## config.mk

```make
export PLATFORM = sky130hd
export DESIGN_NAME = skx_exec
export DESIGN_NICKNAME = d
export VERILOG_FILES = /design/src/inc/skx_pkg.sv /design/src/hw/skx_exec.sv
export SDC_FILE = /design/constraint.sdc
export NUM_CORES = 1
export LEC_CHECK = 0
export CORE_UTILIZATION = 39
export DETAILED_ROUTE_END_ITERATION = 8
export DONT_BUFFER_PORTS = 1
export GPL_ROUTABILITY_DRIVEN = 0
export PLACE_DENSITY = 0.53
export SLEW_MARGIN = 20
export SYNTH_ARGS = -nofsm -noshare
export SYNTH_HDL_FRONTEND = slang
export SYNTH_SLANG_ARGS = --single-unit
```

## constraint.sdc

```tcl
create_clock -name clk -period 2.7 [get_ports clk]
set_input_delay 0.27 -clock clk [delete_from_list [all_inputs] [get_ports clk]]
set_output_delay 0.27 -clock clk [all_outputs]
set_load 0.005 [all_outputs]
```

## src/inc/skx_pkg.sv

```systemverilog
// Package for the skip, swap, xor and table-read execution block.
// Assumes one core clock and a core that presents operands with each instruction.
package skx_pkg;
  localparam int DATA_W = 8;
  localparam int PROG_W = 16;
  localparam int PAGE_W = 5;
  localparam int ADDR_W = PAGE_W + DATA_W;
  localparam int BIT_SEL_W = 3;
  localparam int NIB_LO_MSB = 3;
  localparam int NIB_HI_LSB = 4;
  localparam logic [DATA_W-1:0] BYTE_ZERO = 8'h00;
  localparam logic [DATA_W-1:0] WORKING_RST = 8'h00;
  localparam logic [DATA_W-1:0] TBL_HIGH_RST = 8'h00;
  localparam logic [PAGE_W-1:0] LAST_PAGE = 5'h1f;
  localparam logic [ADDR_W-1:0] PROG_ADDR_RST = 13'h0000;
  // Cycles taken by an instruction that skips
  localparam int SKIP_CYCLES = 2;

  typedef enum logic [3:0] {
    SKX_NOP = 4'h0,
    SKX_NIBBLE_SWAP_TO_WORKING = 4'h1,
    SKX_SKIP_IF_ZERO = 4'h2,
    SKX_COPY_THEN_SKIP_IF_NULL = 4'h3,
    SKX_SKIP_IF_BIT_CLEAR = 4'h4,
    SKX_TABLE_READ_PAGED = 4'h5,
    SKX_TABLE_READ_CURRENT_PAGE = 4'h6,
    SKX_TABLE_READ_LAST_PAGE = 4'h7,
    SKX_XOR_TO_WORKING = 4'h8,
    SKX_XOR_INTO_MEMORY = 4'h9,
    SKX_XOR_IMMEDIATE = 4'ha
  } skx_op_t;

  typedef enum logic [1:0] {
    SKX_IDLE = 2'b00,
    SKX_FETCH = 2'b01,
    SKX_DUMMY = 2'b10
  } skx_state_t;

  typedef struct packed {
    skx_op_t op;
    logic [BIT_SEL_W-1:0] bit_sel;
    logic [DATA_W-1:0] imm;
    logic [DATA_W-1:0] mem_byte;
  } skx_instr_t;

  typedef struct packed {
    logic [PAGE_W-1:0] pointer_high;
    logic [DATA_W-1:0] pointer_low;
    logic [PAGE_W-1:0] current_page;
  } skx_table_ptr_t;
endpackage

```

## src/hw/skx_exec.sv

```systemverilog
// Execution unit for nibble swap, conditional skips, table reads and xor forms.
// Assumes the core presents the addressed data byte with the instruction and
// that program memory holds the word while prog_re_q is high, taken at the edge that ends it.
// Functional notes
// - Swap data nibbles into working register only.
// - Skip next instruction when data byte zero.
// - Taken skip adds one dummy instruction cycle.
// - Copy byte to working; skip when zero.
// - Skip next instruction when selected bit clear.
// - Paged read: pointer high and low address.
// - Current page read uses current page and pointer low.
// - Last page read uses pointer low only.
// - Working gets working xor data byte.
// - Data byte gets working xor data byte.
// - Working gets working xor immediate operand.
`timescale 1ns/1ps
`default_nettype none
module skx_exec (
  input wire logic clk,
  input wire logic rst,
  input wire logic instr_valid,
  input wire skx_pkg::skx_instr_t instr,
  output logic instr_ready,
  input wire skx_pkg::skx_table_ptr_t table_ptr,
  input wire logic [skx_pkg::PROG_W-1:0] prog_word,
  output logic prog_re_q,
  output logic [skx_pkg::ADDR_W-1:0] prog_addr_q,
  output logic mem_we_q,
  output logic [skx_pkg::DATA_W-1:0] mem_wdata_q,
  output logic [skx_pkg::DATA_W-1:0] working_q,
  output logic [skx_pkg::DATA_W-1:0] table_high_byte_q,
  output logic null_flag_q,
  output logic skip_q
);
  import skx_pkg::*;

  skx_state_t state_q;
  skx_state_t state_d;
  logic issue;
  logic skip_take;
  logic is_table;
  logic is_xor;
  logic [DATA_W-1:0] xor_operand;
  logic [DATA_W-1:0] xor_result;
  logic [ADDR_W-1:0] table_addr;

  assign instr_ready = (state_q == SKX_IDLE);
  assign issue = instr_valid && instr_ready;

  // Skip decision for the three skip forms
  always_comb begin
    skip_take = 1'b0;
    case (instr.op)
      SKX_SKIP_IF_ZERO: skip_take = (instr.mem_byte == BYTE_ZERO);
      SKX_COPY_THEN_SKIP_IF_NULL: skip_take = (instr.mem_byte == BYTE_ZERO);
      SKX_SKIP_IF_BIT_CLEAR: skip_take = ~instr.mem_byte[instr.bit_sel];
      default: skip_take = 1'b0;
    endcase
  end

  assign is_table = (instr.op == SKX_TABLE_READ_PAGED) || (instr.op == SKX_TABLE_READ_CURRENT_PAGE)
    || (instr.op == SKX_TABLE_READ_LAST_PAGE);
  assign is_xor = (instr.op == SKX_XOR_TO_WORKING) || (instr.op == SKX_XOR_INTO_MEMORY)
    || (instr.op == SKX_XOR_IMMEDIATE);
  assign xor_operand = (instr.op == SKX_XOR_IMMEDIATE) ? instr.imm : instr.mem_byte;
  assign xor_result = working_q ^ xor_operand;

  // Program address for the table reads
  always_comb begin
    case (instr.op)
      SKX_TABLE_READ_PAGED: table_addr = {table_ptr.pointer_high, table_ptr.pointer_low};
      SKX_TABLE_READ_CURRENT_PAGE: table_addr = {table_ptr.current_page, table_ptr.pointer_low};
      SKX_TABLE_READ_LAST_PAGE: table_addr = {LAST_PAGE, table_ptr.pointer_low};
      default: table_addr = PROG_ADDR_RST;
    endcase
  end

  always_comb begin
    state_d = state_q;
    case (state_q)
      SKX_IDLE: begin
        if (issue && skip_take) begin
          state_d = SKX_DUMMY;
        end else if (issue && is_table) begin
          state_d = SKX_FETCH;
        end
      end
      SKX_FETCH: state_d = SKX_IDLE;
      SKX_DUMMY: state_d = SKX_IDLE;
      default: state_d = SKX_IDLE;
    endcase
  end

  always_ff @(posedge clk) begin
    if (rst) begin
      state_q <= SKX_IDLE;
    end else begin
      state_q <= state_d;
    end
  end

  // Dummy cycle marker, high while the skipped instruction is fetched
  always_ff @(posedge clk) begin
    if (rst) begin
      skip_q <= 1'b0;
    end else begin
      skip_q <= issue && skip_take;
    end
  end

  // Program memory request
  always_ff @(posedge clk) begin
    if (rst) begin
      prog_re_q <= 1'b0;
      prog_addr_q <= PROG_ADDR_RST;
    end else begin
      prog_re_q <= issue && is_table;
      if (issue && is_table) begin
        prog_addr_q <= table_addr;
      end
    end
  end

  // Working register
  always_ff @(posedge clk) begin
    if (rst) begin
      working_q <= WORKING_RST;
    end else if (issue) begin
      case (instr.op)
        SKX_NIBBLE_SWAP_TO_WORKING: working_q <= {instr.mem_byte[NIB_LO_MSB:0],
          instr.mem_byte[DATA_W-1:NIB_HI_LSB]};
        SKX_COPY_THEN_SKIP_IF_NULL: working_q <= instr.mem_byte;
        SKX_XOR_TO_WORKING: working_q <= xor_result;
        SKX_XOR_IMMEDIATE: working_q <= xor_result;
        default: working_q <= working_q;
      endcase
    end
  end

  // Result-null flag, touched only by the xor forms
  always_ff @(posedge clk) begin
    if (rst) begin
      null_flag_q <= 1'b0;
    end else if (issue && is_xor) begin
      null_flag_q <= (xor_result == BYTE_ZERO);
    end
  end

  // Data memory write: xor result now, table low byte after the fetch
  always_ff @(posedge clk) begin
    if (rst) begin
      mem_we_q <= 1'b0;
      mem_wdata_q <= BYTE_ZERO;
    end else if (state_q == SKX_FETCH) begin
      mem_we_q <= 1'b1;
      mem_wdata_q <= prog_word[DATA_W-1:0];
    end else if (issue && (instr.op == SKX_XOR_INTO_MEMORY)) begin
      mem_we_q <= 1'b1;
      mem_wdata_q <= xor_result;
    end else begin
      mem_we_q <= 1'b0;
    end
  end

  always_ff @(posedge clk) begin
    if (rst) begin
      table_high_byte_q <= TBL_HIGH_RST;
    end else if (state_q == SKX_FETCH) begin
      table_high_byte_q <= prog_word[PROG_W-1:DATA_W];
    end
  end

  // Checks
  swap_result_a: assert property (@(posedge clk) disable iff (rst)
    issue && instr.op == SKX_NIBBLE_SWAP_TO_WORKING |=> working_q == {$past(instr.mem_byte[3:0]),
      $past(instr.mem_byte[7:4])} && !mem_we_q && null_flag_q == $past(null_flag_q))
    else $error("nibble swap result wrong");

  skip_zero_a: assert property (@(posedge clk) disable iff (rst)
    issue && instr.op == SKX_SKIP_IF_ZERO |=> skip_q == ($past(instr.mem_byte) == 8'h00))
    else $error("skip on zero byte wrong");

  dummy_cycle_a: assert property (@(posedge clk) disable iff (rst)
    issue && skip_take |=> !instr_ready ##1 instr_ready)
    else $error("skip did not take two cycles");

  copy_skip_a: assert property (@(posedge clk) disable iff (rst)
    issue && instr.op == SKX_COPY_THEN_SKIP_IF_NULL |=> working_q == $past(instr.mem_byte)
      && skip_q == (working_q == 8'h00))
    else $error("copy then skip wrong");

  bit_skip_a: assert property (@(posedge clk) disable iff (rst)
    issue && instr.op == SKX_SKIP_IF_BIT_CLEAR |=> skip_q != $past(instr.mem_byte[instr.bit_sel]))
    else $error("bit clear skip wrong");

  paged_addr_a: assert property (@(posedge clk) disable iff (rst)
    issue && instr.op == SKX_TABLE_READ_PAGED |=> prog_re_q
      && prog_addr_q == {$past(table_ptr.pointer_high), $past(table_ptr.pointer_low)})
    else $error("paged table address wrong");

  current_addr_a: assert property (@(posedge clk) disable iff (rst)
    issue && instr.op == SKX_TABLE_READ_CURRENT_PAGE |=> prog_re_q
      && prog_addr_q == {$past(table_ptr.current_page), $past(table_ptr.pointer_low)})
    else $error("current page table address wrong");

  last_page_a: assert property (@(posedge clk) disable iff (rst)
    issue && instr.op == SKX_TABLE_READ_LAST_PAGE |=> prog_addr_q[12:8] == 5'h1f
      ##1 mem_we_q && mem_wdata_q == $past(prog_word[7:0])
      && table_high_byte_q == $past(prog_word[15:8]))
    else $error("last page table read wrong");

  xor_working_a: assert property (@(posedge clk) disable iff (rst)
    issue && instr.op == SKX_XOR_TO_WORKING |=> working_q == ($past(working_q) ^ $past(instr.mem_byte))
      && !mem_we_q)
    else $error("xor to working wrong");

  xor_memory_a: assert property (@(posedge clk) disable iff (rst)
    issue && instr.op == SKX_XOR_INTO_MEMORY |=> mem_we_q
      && mem_wdata_q == ($past(working_q) ^ $past(instr.mem_byte)) && $stable(working_q))
    else $error("xor into memory wrong");

  xor_imm_a: assert property (@(posedge clk) disable iff (rst)
    issue && instr.op == SKX_XOR_IMMEDIATE |=> working_q == ($past(working_q) ^ $past(instr.imm)))
    else $error("xor immediate wrong");

  null_flag_a: assert property (@(posedge clk) disable iff (rst)
    issue && instr.op == SKX_XOR_TO_WORKING |=> null_flag_q == (working_q == 8'h00))
    else $error("null flag wrong");

  // Flag and side effects of the xor forms
  null_memory_a: assert property (@(posedge clk) disable iff (rst)
    issue && instr.op == SKX_XOR_INTO_MEMORY |=> null_flag_q == (mem_wdata_q == BYTE_ZERO))
    else $error("null flag after xor into memory wrong");

  null_immediate_a: assert property (@(posedge clk) disable iff (rst)
    issue && instr.op == SKX_XOR_IMMEDIATE |=> null_flag_q == (working_q == BYTE_ZERO))
    else $error("null flag after xor immediate wrong");

  xor_no_write_a: assert property (@(posedge clk) disable iff (rst)
    issue && (instr.op == SKX_XOR_TO_WORKING || instr.op == SKX_XOR_IMMEDIATE) |=> !mem_we_q
      && $stable(table_high_byte_q))
    else $error("xor to working wrote memory");

  null_hold_a: assert property (@(posedge clk) disable iff (rst)
    issue && !is_xor |=> $stable(null_flag_q))
    else $error("null flag changed by a non xor instruction");

  // Skip family and the dummy cycle
  skip_flags_a: assert property (@(posedge clk) disable iff (rst)
    issue && (instr.op == SKX_SKIP_IF_ZERO || instr.op == SKX_SKIP_IF_BIT_CLEAR) |=> $stable(working_q)
      && $stable(null_flag_q) && !mem_we_q)
    else $error("skip test changed state");

  copy_flags_a: assert property (@(posedge clk) disable iff (rst)
    issue && instr.op == SKX_COPY_THEN_SKIP_IF_NULL |=> $stable(null_flag_q) && !mem_we_q)
    else $error("copy then skip touched flag or memory");

  no_skip_a: assert property (@(posedge clk) disable iff (rst)
    issue && !skip_take |=> !skip_q)
    else $error("skip marker without taken skip");

  skip_pulse_a: assert property (@(posedge clk) disable iff (rst)
    skip_q |-> state_q == SKX_DUMMY && !instr_ready ##1 !skip_q)
    else $error("dummy cycle marker wrong");

  single_cycle_a: assert property (@(posedge clk) disable iff (rst)
    issue && !skip_take && !is_table |=> instr_ready && !skip_q && !prog_re_q)
    else $error("plain instruction did not take one cycle");

  idle_hold_a: assert property (@(posedge clk) disable iff (rst)
    !issue |=> $stable(working_q) && $stable(null_flag_q))
    else $error("state changed without an issued instruction");

  // Table reads
  table_data_a: assert property (@(posedge clk) disable iff (rst)
    issue && (instr.op == SKX_TABLE_READ_PAGED || instr.op == SKX_TABLE_READ_CURRENT_PAGE) |=> !instr_ready
      ##1 mem_we_q && mem_wdata_q == $past(prog_word[7:0]) && table_high_byte_q == $past(prog_word[15:8]))
    else $error("table read data wrong");

  table_flags_a: assert property (@(posedge clk) disable iff (rst)
    issue && is_table |=> $stable(null_flag_q) && $stable(working_q) && !skip_q
      ##1 $stable(null_flag_q) && $stable(working_q))
    else $error("table read changed working register or flag");

  fetch_pulse_a: assert property (@(posedge clk) disable iff (rst)
    prog_re_q |-> state_q == SKX_FETCH ##1 !prog_re_q && mem_we_q)
    else $error("program read request wrong");

  fetch_state_a: assert property (@(posedge clk) disable iff (rst)
    prog_re_q == (state_q == SKX_FETCH))
    else $error("program read request outside the fetch cycle");

  addr_hold_a: assert property (@(posedge clk) disable iff (rst)
    !(issue && is_table) |=> $stable(prog_addr_q))
    else $error("program address changed without a table read");

  write_source_a: assert property (@(posedge clk) disable iff (rst)
    mem_we_q |-> $past(state_q) == SKX_FETCH || $past(issue && instr.op == SKX_XOR_INTO_MEMORY))
    else $error("data memory write without cause");

  table_high_hold_a: assert property (@(posedge clk) disable iff (rst)
    state_q != SKX_FETCH |=> $stable(table_high_byte_q))
    else $error("table high byte changed outside a table read");
endmodule
`default_nettype wire

```

# --- Word-level counts from Yosys, hierarchy flattened ---
# Cells that the tools add are included.
word_totals:
  ff_bits: 43
  inputBits: 60
  word_cells: 57
classes:
  order_cmp: 1
  eq_ne: 11
  mux: 12
  bitwise_logic: 3
  n_reduce_logical: 20
op_table:
  columns: ["op", "count"]
  rows:
  - ["13-bit one-hot mux with 3 select lines", 1]
  - ["8-bit two-way mux", 3]
  - ["8-bit one-hot mux with 3 select lines", 1]
  - ["4-bit by 3-bit equality test with 1-bit output (second input constant)", 4]
  - ["8-bit logical NOT", 2]
  - ["4-bit equality test (second input constant)", 3]
  - ["4-bit by 2-bit equality test with 1-bit output (second input constant)", 2]
  - ["8-bit bitwise XOR", 1]
  - ["2-bit OR reduction", 3]
  - ["1-bit logical AND", 5]
  - ["4-bit by 1-bit equality test with 1-bit output (second input constant)", 1]
  - ["1-bit logical OR", 4]
  - ["3-bit by 4-bit < comparator with 1-bit output (second input constant)", 1]
  - ["2-bit two-way mux", 2]
  - ["2-bit nonzero test", 2]
  - ["1-bit binary-select mux with 3-bit select", 1]
  - ["1-bit two-way mux", 3]
  - ["3-bit nonzero test", 1]
  - ["3-bit OR reduction", 1]
  - ["2-bit by 1-bit equality test with 1-bit output (second input constant)", 1]
  - ["2-bit logical NOT", 1]
  - ["1-bit NOT", 2]
  - ["1-bit one-hot mux with 2 select lines", 1]
  - ["2-bit AND reduction", 1]

# --- Longest topological paths before layout ---
# Gate-level depths: netlist of the first run.
logic_depth:
  depth_word: 6
  depth_mapped: 7

# --- Least setup slack after synthesis of the first run ---
# No wires, ideal clock.
synth_timing:
  path_type: "register to register"
  start: "register state_q[1]"
  end: "register null_flag_q"
  arrival_time_ns: 1.595
  path_slack_ns: 1.018
  stages_incl_launch_ff: 5
  path_buffers: 0
  cell_sequence: "dfxtp_1 > nor4b_1 > nand3_1 > or4_1 > o31ai_1"
synth_between:
  elab_chain_len: 3
synth_lines:
  columns: ["item", "line", "text"]
  rows:
  - ["start: declaration", "skx_exec.sv:37", "skx_state_t state_q;"]
  - ["start signal: assignment", "skx_exec.sv:98", "state_q <= state_d;"]
  - ["2-bit logical NOT", "skx_exec.sv:47", "assign instr_ready = (state_q == SKX_IDLE);"]
  - ["1-bit logical AND", "skx_exec.sv:48", "assign issue = instr_valid && instr_ready;"]
  - ["1-bit logical AND", "skx_exec.sv:144", "end else if (issue && is_xor) begin"]
  - ["end signal: assignment", "skx_exec.sv:145", "null_flag_q <= (xor_result == BYTE_ZERO);"]
  - ["end: declaration", "skx_exec.sv:32", "output logic null_flag_q,"]
# No other way between the ends.
# A chain may end at the register's enable or synchronous reset.

# --- Final worst setup path of the first run ---
layout_timing:
  start: "register state_q[1]"
  end: "register mem_wdata_q[2] (netlist bit)"
layout_between:
  elab_chain_len: 4
layout_lines:
  columns: ["item", "line", "text"]
  rows:
  - ["2-bit logical NOT", "skx_exec.sv:47", null]
  - ["1-bit logical AND", "skx_exec.sv:48", null]
  - ["1-bit logical AND", "skx_exec.sv:157", "end else if (issue && (instr.op == SKX_XOR_INTO_MEMORY)) begin"]
  - ["2-bit nonzero test (no line)", null, null]
  - ["end signal: assignment", "skx_exec.sv:156", "mem_wdata_q <= prog_word[DATA_W-1:0];"]
  - ["end signal: assignment", "skx_exec.sv:159", "mem_wdata_q <= xor_result;"]
  - ["end: declaration", "skx_exec.sv:29", "output logic [skx_pkg::DATA_W-1:0] mem_wdata_q,"]
# Parallel ways exist; a longest one is shown, timed or not.

==> flow_summary_export.csv, run 1 <==
group,metric,value,unit
finish,fin_area,2430,um^2
placed_design,dpl.hpwl,4440,um
drt,drc,0,
finish,antenna_cells,0,
global_routing,grt_max_degree,45,
placed_design,portBuffers,0,
logic_synthesis,synth_fp_nets,337,
critical_path,cp_max_fo,9,
drt,vias_per_cell,5.74,
floorplan,core_area,5570,um^2
timing,relSlewSlack,0.570,
logic_synthesis,ys_seq_area_frac,0.377,
floorplan,die_y,78.5,um
logic_synthesis,synth_top_area_cell,"dfxtp_1",
finish,layout_common_cells,"50 x nand2_1, 43 x dfxtp_1, 38 x a21oi_1",
global_routing,grt_pass1_vias,1793,
clocking,root_buffer,"clkbuf_8",
clocking,postCtsSetupRepairBufs,0,
timing,fin_tns_setup,0,ns
drt,drt_pass1_iterations,4,
drt,wl_per_cell,17.8,um
timing,finClkSkew,0.00544,ns
critical_path,required,2.88,ns
finish,layout_commonest_cell,"nand2_1",
clocking,cts_sinks,43,
logic_synthesis,ys.flop_type,"dfxtp_1",
timing,fin_crit,2.00,ns
global_routing,grt.overflow.total,0,
worst_hold_path,hold_path.class,"input pin to flip-flop",
global_routing,antenna_found_initial,0,
logic_synthesis,syn_avg_cell_area,8.23,um^2
logic_synthesis,synthArstFlopShare,0,
power_and_ir_drop,powerDensity,538,nW/um^2
clocking,clk_pin_slew,0.08,ns
critical_path,startpoint_type,"flip-flop",
power_and_ir_drop,power_frac_comb,0.107,
placed_design,place_area,2320,um^2
finish,fillerInstances,607,
timing,final-hold-violation-count,0,
power_and_ir_drop,p_int,996,uW
power_and_ir_drop,netSwitchingFraction,0.237,
logic_synthesis,ys_types,41,
logic_synthesis,ys_ff_latch,43,
logic_synthesis,syn_inst,277,
floorplan,dieWidth,78.5,um
global_routing,grt_use_total,0.196,
logic_synthesis,yosys_warnings,0,
timing,setup_viol,0,
power_and_ir_drop,clock_power_share,0.375,
timing,max_freq,500,MHz
logic_synthesis,syn_area,2280,um^2
timing,worst_slack,0.700,ns
floorplan,initial_core_util,0.409,
critical_path,crit_arrival,2.18,ns
clocking,cts-resized-gates,0,
logic_synthesis,synthTopCellsByArea,"dfxtp_1 38%, a21oi_1 8.3%, nand2_1 8.2%",
timing,maxSlewViolCount,0,
drt,drtIter0Drc,88,
placed_design,dp_slack,0.751,ns
clocking,htreeDepth,2,
power_and_ir_drop,peakVddDrop,198,uV
finish,layout.nets,330,
power_and_ir_drop,seqPwrFrac,0.518,
clocking,holdBufCountCts,0,
logic_synthesis,synth_top_area_share,0.377,
finish,finalNonFillerCells,342,
finish,layout-drive-gt1-share,0.0556,
job,cap_violations,0,
floorplan,dieArea,6160,um^2
clocking,clk_path_buf_depth,2,
placed_design,placedCellCount,335,
critical_path,crit_type,"flip-flop to flip-flop",
clocking,insertion_delay,0.29,ns
finish,area_growth,6.36,%
logic_synthesis,synth_edf_count,0,
timing,rsz0062_at_grt,"false",
outcome,status,"finished, final reports clean",
drt,postRouteAntennaNets,0,
timing,min_period_over_period,0.741,
drt,routed_wirelength,6100,um
global_routing,grt_pass1_wl,9380,um
timing,worst_pin_slew,0.642,ns
power_and_ir_drop,power.leakage,0.000826,uW
clocking,cts_tree,"yes",
drt,vias,1962,
power_and_ir_drop,p_switching,310,uW
floorplan,rows,27,
floorplan,ioPinCount,102,
critical_path,crit_path_end_kind,"flip-flop",
clocking,cts_made_buffers,5,
==> layout make-up <==
cell class	instances	area, um^2	area share
Inverter	1	3.75	0.00155
Clock buffer	6	72.6	0.0299
Multi-Input combinational cell	214	1330	0.549
Clock inverter	1	30.0	0.0124
Tap cell	72	90.1	0.0371
Timing Repair Buffer	5	37.5	0.0155
Sequential cell	43	861	0.355
==> per-stage QoR <==
stage	total power [uW]	utilization	hold slack, ns
floorplan	820	-	0.406
global placement	830	0.417	0.342
detailed placement	832	0.417	0.345
CTS	1320	0.435	0.0265
global route	1360	0.435	0.0159
finish	1310	0.435	0.0393
==> registers in the layout, indices dropped and copies added (netlist names) <==
register and flops:
skip_q 1, mem_we_q 1, prog_addr_q 13, mem_wdata_q 8, table_high_byte_q 8, prog_re_q 1
working_q 8, state_q 2, null_flag_q 1
==> final timing paths <==
| check | depth (start not counted) | from | end | slack (ns) |
|---|---|---|---|---|
| max reg2reg | 5 | state_q[1] | mem_wdata_q[2] | 0.70 |
| min | 1 | rst | prog_addr_q[7] | 0.04 |
| min reg2reg | 2 | table_high_byte_q[5] | table_high_byte_q[5] | 0.47 |
| max | 5 | state_q[1] | mem_wdata_q[2] | 0.70 |
==> power groups by stage <==
stage | registers [uW] | clock network, uW | logic, uW
after floorplan | 685 | 0 | 135
after global placement | 691 | 0 | 139
after detailed placement | 691 | 0 | 141
after CTS | 676 | 501 | 141
after global routing | 679 | 531 | 155
final | 676 | 490 | 140
==> metal layers <==
| layer | part of all wire | track usage |
|---|---|---|
| met5 | 0 | 0 |
| met2 | 0.44 | 0.295 |
| met1 | 0.46 | 0.267 |
| met4 | 0.014 | 0.0519 |
| met3 | 0.085 | 0.0663 |
==> cell usage after synthesis (2+ instances only) <==
cell type  count
a31oi_1        2
a221o_1        5
xnor2_1       10
nand3b_1       2
nor2b_1        2
nand2_1       50
mux4_2         2
nand2b_1       7
buf_2          2
a211oi_1       2
nor4b_1        2
mux2i_1       14
nor3_1        13
buf_4          2
a32oi_1        2
nand3_1        2
a21oi_1       38
a22oi_1        8
xor2_1         9
buf_1          2
nor2_1        15
and2_1         2
a21o_1         6
a221oi_1       5
dfxtp_1       43
clkbuf_1      12
nor4_1         4
==> cell families after synthesis <==
family,Yosys count,synth area share
flops,43,0.377
mux,17,0.0861
simple gates,105,0.219
buf+inv,20,0.0389
compound gates,73,0.205
xor+xnor,19,0.0730
==> critical path, stage by stage, from the launching register on <==
cell and delay [ns]:
dfxtp_1 0.33, nor4b_1 0.54, and4b_1 0.52, nor2_1 0.24
a22oi_1 0.19, a21oi_1 0.08
(Power assumes the default switching activity.)
==> run 2: changes to the inputs <==
--- a/config.mk
+++ b/config.mk
@@ -9,7 +9,7 @@
 export DETAILED_ROUTE_END_ITERATION = 8
 export DONT_BUFFER_PORTS = 1
 export GPL_ROUTABILITY_DRIVEN = 0
-export PLACE_DENSITY = 0.53
+export PLACE_DENSITY = 0.55
 export SLEW_MARGIN = 20
 export SYNTH_ARGS = -nofsm -noshare
 export SYNTH_HDL_FRONTEND = slang
==> constraint.sdc (replaced) <==
create_clock -name clk -period 1.61 [get_ports clk]
set_input_delay 0.161 -clock clk [delete_from_list [all_inputs] [get_ports clk]]
set_output_delay 0.161 -clock clk [all_outputs]
set_load 0.005 [all_outputs]
==> flow_summary_export.csv, run 2 (synthesis results as in run 1) <==
group,metric,value,unit
global_routing,grt_use_total,0.221,
drt,routed_wirelength,6700,um
drt,vias,2143,
finish,regArea,866,um^2
drt,drc,0,
finish,largest_reg_flops,13,
placed_design,portBuffers,0,
clocking,insertion_delay,0.30,ns
clocking,postCtsSetupRepairBufs,0,
clocking,clk_pin_slew,0.08,ns
critical_path,crit_arrival,1.90,ns
critical_path,crit_path_max_incr_delay,0.48,ns
global_routing,grt_pass1_vias,2021,
clocking,root_buffer,"clkbuf_8",
clocking,clk_path_buf_depth,2,
power_and_ir_drop,design_power_total,2280,uW
drt,wl_per_cell,17.6,um
timing,rsz0062_at_grt,"true",
timing,worst_pin_slew,0.394,ns
clocking,cts_made_buffers,5,
global_routing,grt.overflow.total,0,
timing,maxSlewViolCount,0,
global_routing,grt.busiest_layer,"met2",
floorplan,die_y,78.5,um
timing,worst_slack,-0.0687,ns
critical_path,startpoint_type,"flip-flop",
timing,min_period_over_period,1.04,
global_routing,grt_use_met2,0.332,
drt,drt_pass1_iterations,4,
critical_path,crit_path_top_delay_cell,"or4_1",
power_and_ir_drop,powerDensity,818,nW/um^2
critical_path,r2r_start,"working_q[3]",
critical_path,cp_num_buf_inv,0,
outcome,violations,"negative setup slack",
finish,layout_common_cells,"50 x nand2_1, 39 x dfxtp_1, 38 x a21oi_1",
timing,hold_ws,0.0152,ns
timing,fin_tns_setup,-0.0687,ns
finish,layout-drive-gt1-share,0.143,
drt,drtIter0Drc,128,
critical_path,required,1.83,ns
worst_hold_path,min_to,"working_q[2]",
power_and_ir_drop,peakVddDrop,363,uV
finish,regMostFlops,"prog_addr_q",
finish,layout.nets,368,
finish,antenna_cells,0,
power_and_ir_drop,power.leakage,0.00102,uW
critical_path,cp_max_fo,3,
clocking,cts_sinks,43,
floorplan,dieWidth,78.5,um
critical_path,crit_type,"flip-flop to flip-flop",
critical_path,r2r_cells,5,
finish,finalNonFillerCells,380,
floorplan,core_area,5570,um^2
floorplan,dieArea,6160,um^2
drt,postRouteAntennaNets,0,
worst_hold_path,holdCritStartpoint,"rst",
timing,final-hold-violation-count,0,
critical_path,crit_path_end_kind,"flip-flop",
global_routing,grt_max_degree,42,
global_routing,use_met3,0.0640,
job,cap_violations,0,
timing,relSlewSlack,0.737,
worst_hold_path,worstHoldPathCells,2,
timing,setup_viol,1,
clocking,htreeDepth,2,
placed_design,placedCellCount,355,
timing,max_freq,596,MHz
global_routing,antenna_found_initial,0,
placed_design,dpl.hpwl,4560,um
critical_path,r2r-end,"null_flag_q",
finish,fillerInstances,544,
placed_design,dp_slack,-0.0714,ns
floorplan,rows,27,
floorplan,ioPinCount,102,
finish,area_growth,22.4,%
drt,vias_per_cell,5.64,
global_routing,globalRouteMet1Util,0.298,
critical_path,cp_top_family,"simple AND/OR/NAND/NOR gates",
finish,layout_commonest_cell,"nand2_1",
critical_path,rrSetupSlack,-0.07,ns
outcome,status,"complete, but fails checks",
finish,multi_input_comb_area,1350,um^2
clocking,cts_tree,"yes",
timing,fin_crit,1.68,ns
worst_hold_path,hold_path.class,"input pin to flip-flop",
timing,finClkSkew,0.00605,ns
critical_path,crit_chain,"xor2_1, nor4_1, mux2i_1, or4_1, o31ai_1",
global_routing,grt_pass1_wl,10500,um
floorplan,initial_core_util,0.409,
## run 2: cell types whose count changed in the layout (fill, tap and decap cells not counted), moves of 2 or more
cell / delta
dfxtp_2: +4
buf_4: +19
nor2_1: -2
dlygate4sd3_1: +17
nor2_2: +2
dfxtp_1: -4
## run 2: area by class of cell
| type | count | area share |
|---|---|---|
| inverter | 1 | 0.00134 |
| timing repair buffer | 43 | 0.137 |
| tap | 72 | 0.0323 |
| clock buffer | 6 | 0.0260 |
| sequential | 43 | 0.310 |
| clock inverter | 1 | 0.0108 |
| multi-input combinational | 214 | 0.483 |
## run 2: worst max-delay path by stage
stage,from,cells after the start,end
after floorplan,working_q[5],5,null_flag_q
after global placement,working_q[7],5,null_flag_q
after detailed placement,working_q[7],5,null_flag_q
after CTS,working_q[3],5,null_flag_q
after global routing,working_q[1],5,null_flag_q
final,working_q[3],5,null_flag_q
## run 2: what timing repair did
item / 4_1_cts / 5_1_grt
gates resized for setup: 1 / 6
setup endpoints to repair: 1 / 18
pin swaps: 2 / 3
hold buffers: 18 / 0
endpoints found under the hold margin: 41 / 0
## run 2: power breakdown
part           switching [uW]  internal (uW)  leakage [uW]
combinational             154            176      0.000614
sequential               32.0           1100      0.000351
clock                     368            455     0.0000513
total                     554           1730       0.00102
## run 2: routing by layer
metal	part of all wire	vias to the layer above
met4	0.014	0
li1	-	1055
met2	0.46	83
met5	0	-
met1	0.45	996
met3	0.068	9
## run 2: per-stage QoR
step / util / cell area (um^2)
6_report: 0.501 / 2790
5_1_grt: 0.501 / 2790
4_1_cts: 0.498 / 2780
3_5_place_dp: 0.445 / 2480
3_3_place_gp: 0.445 / 2480
2_1_floorplan: - / 2290
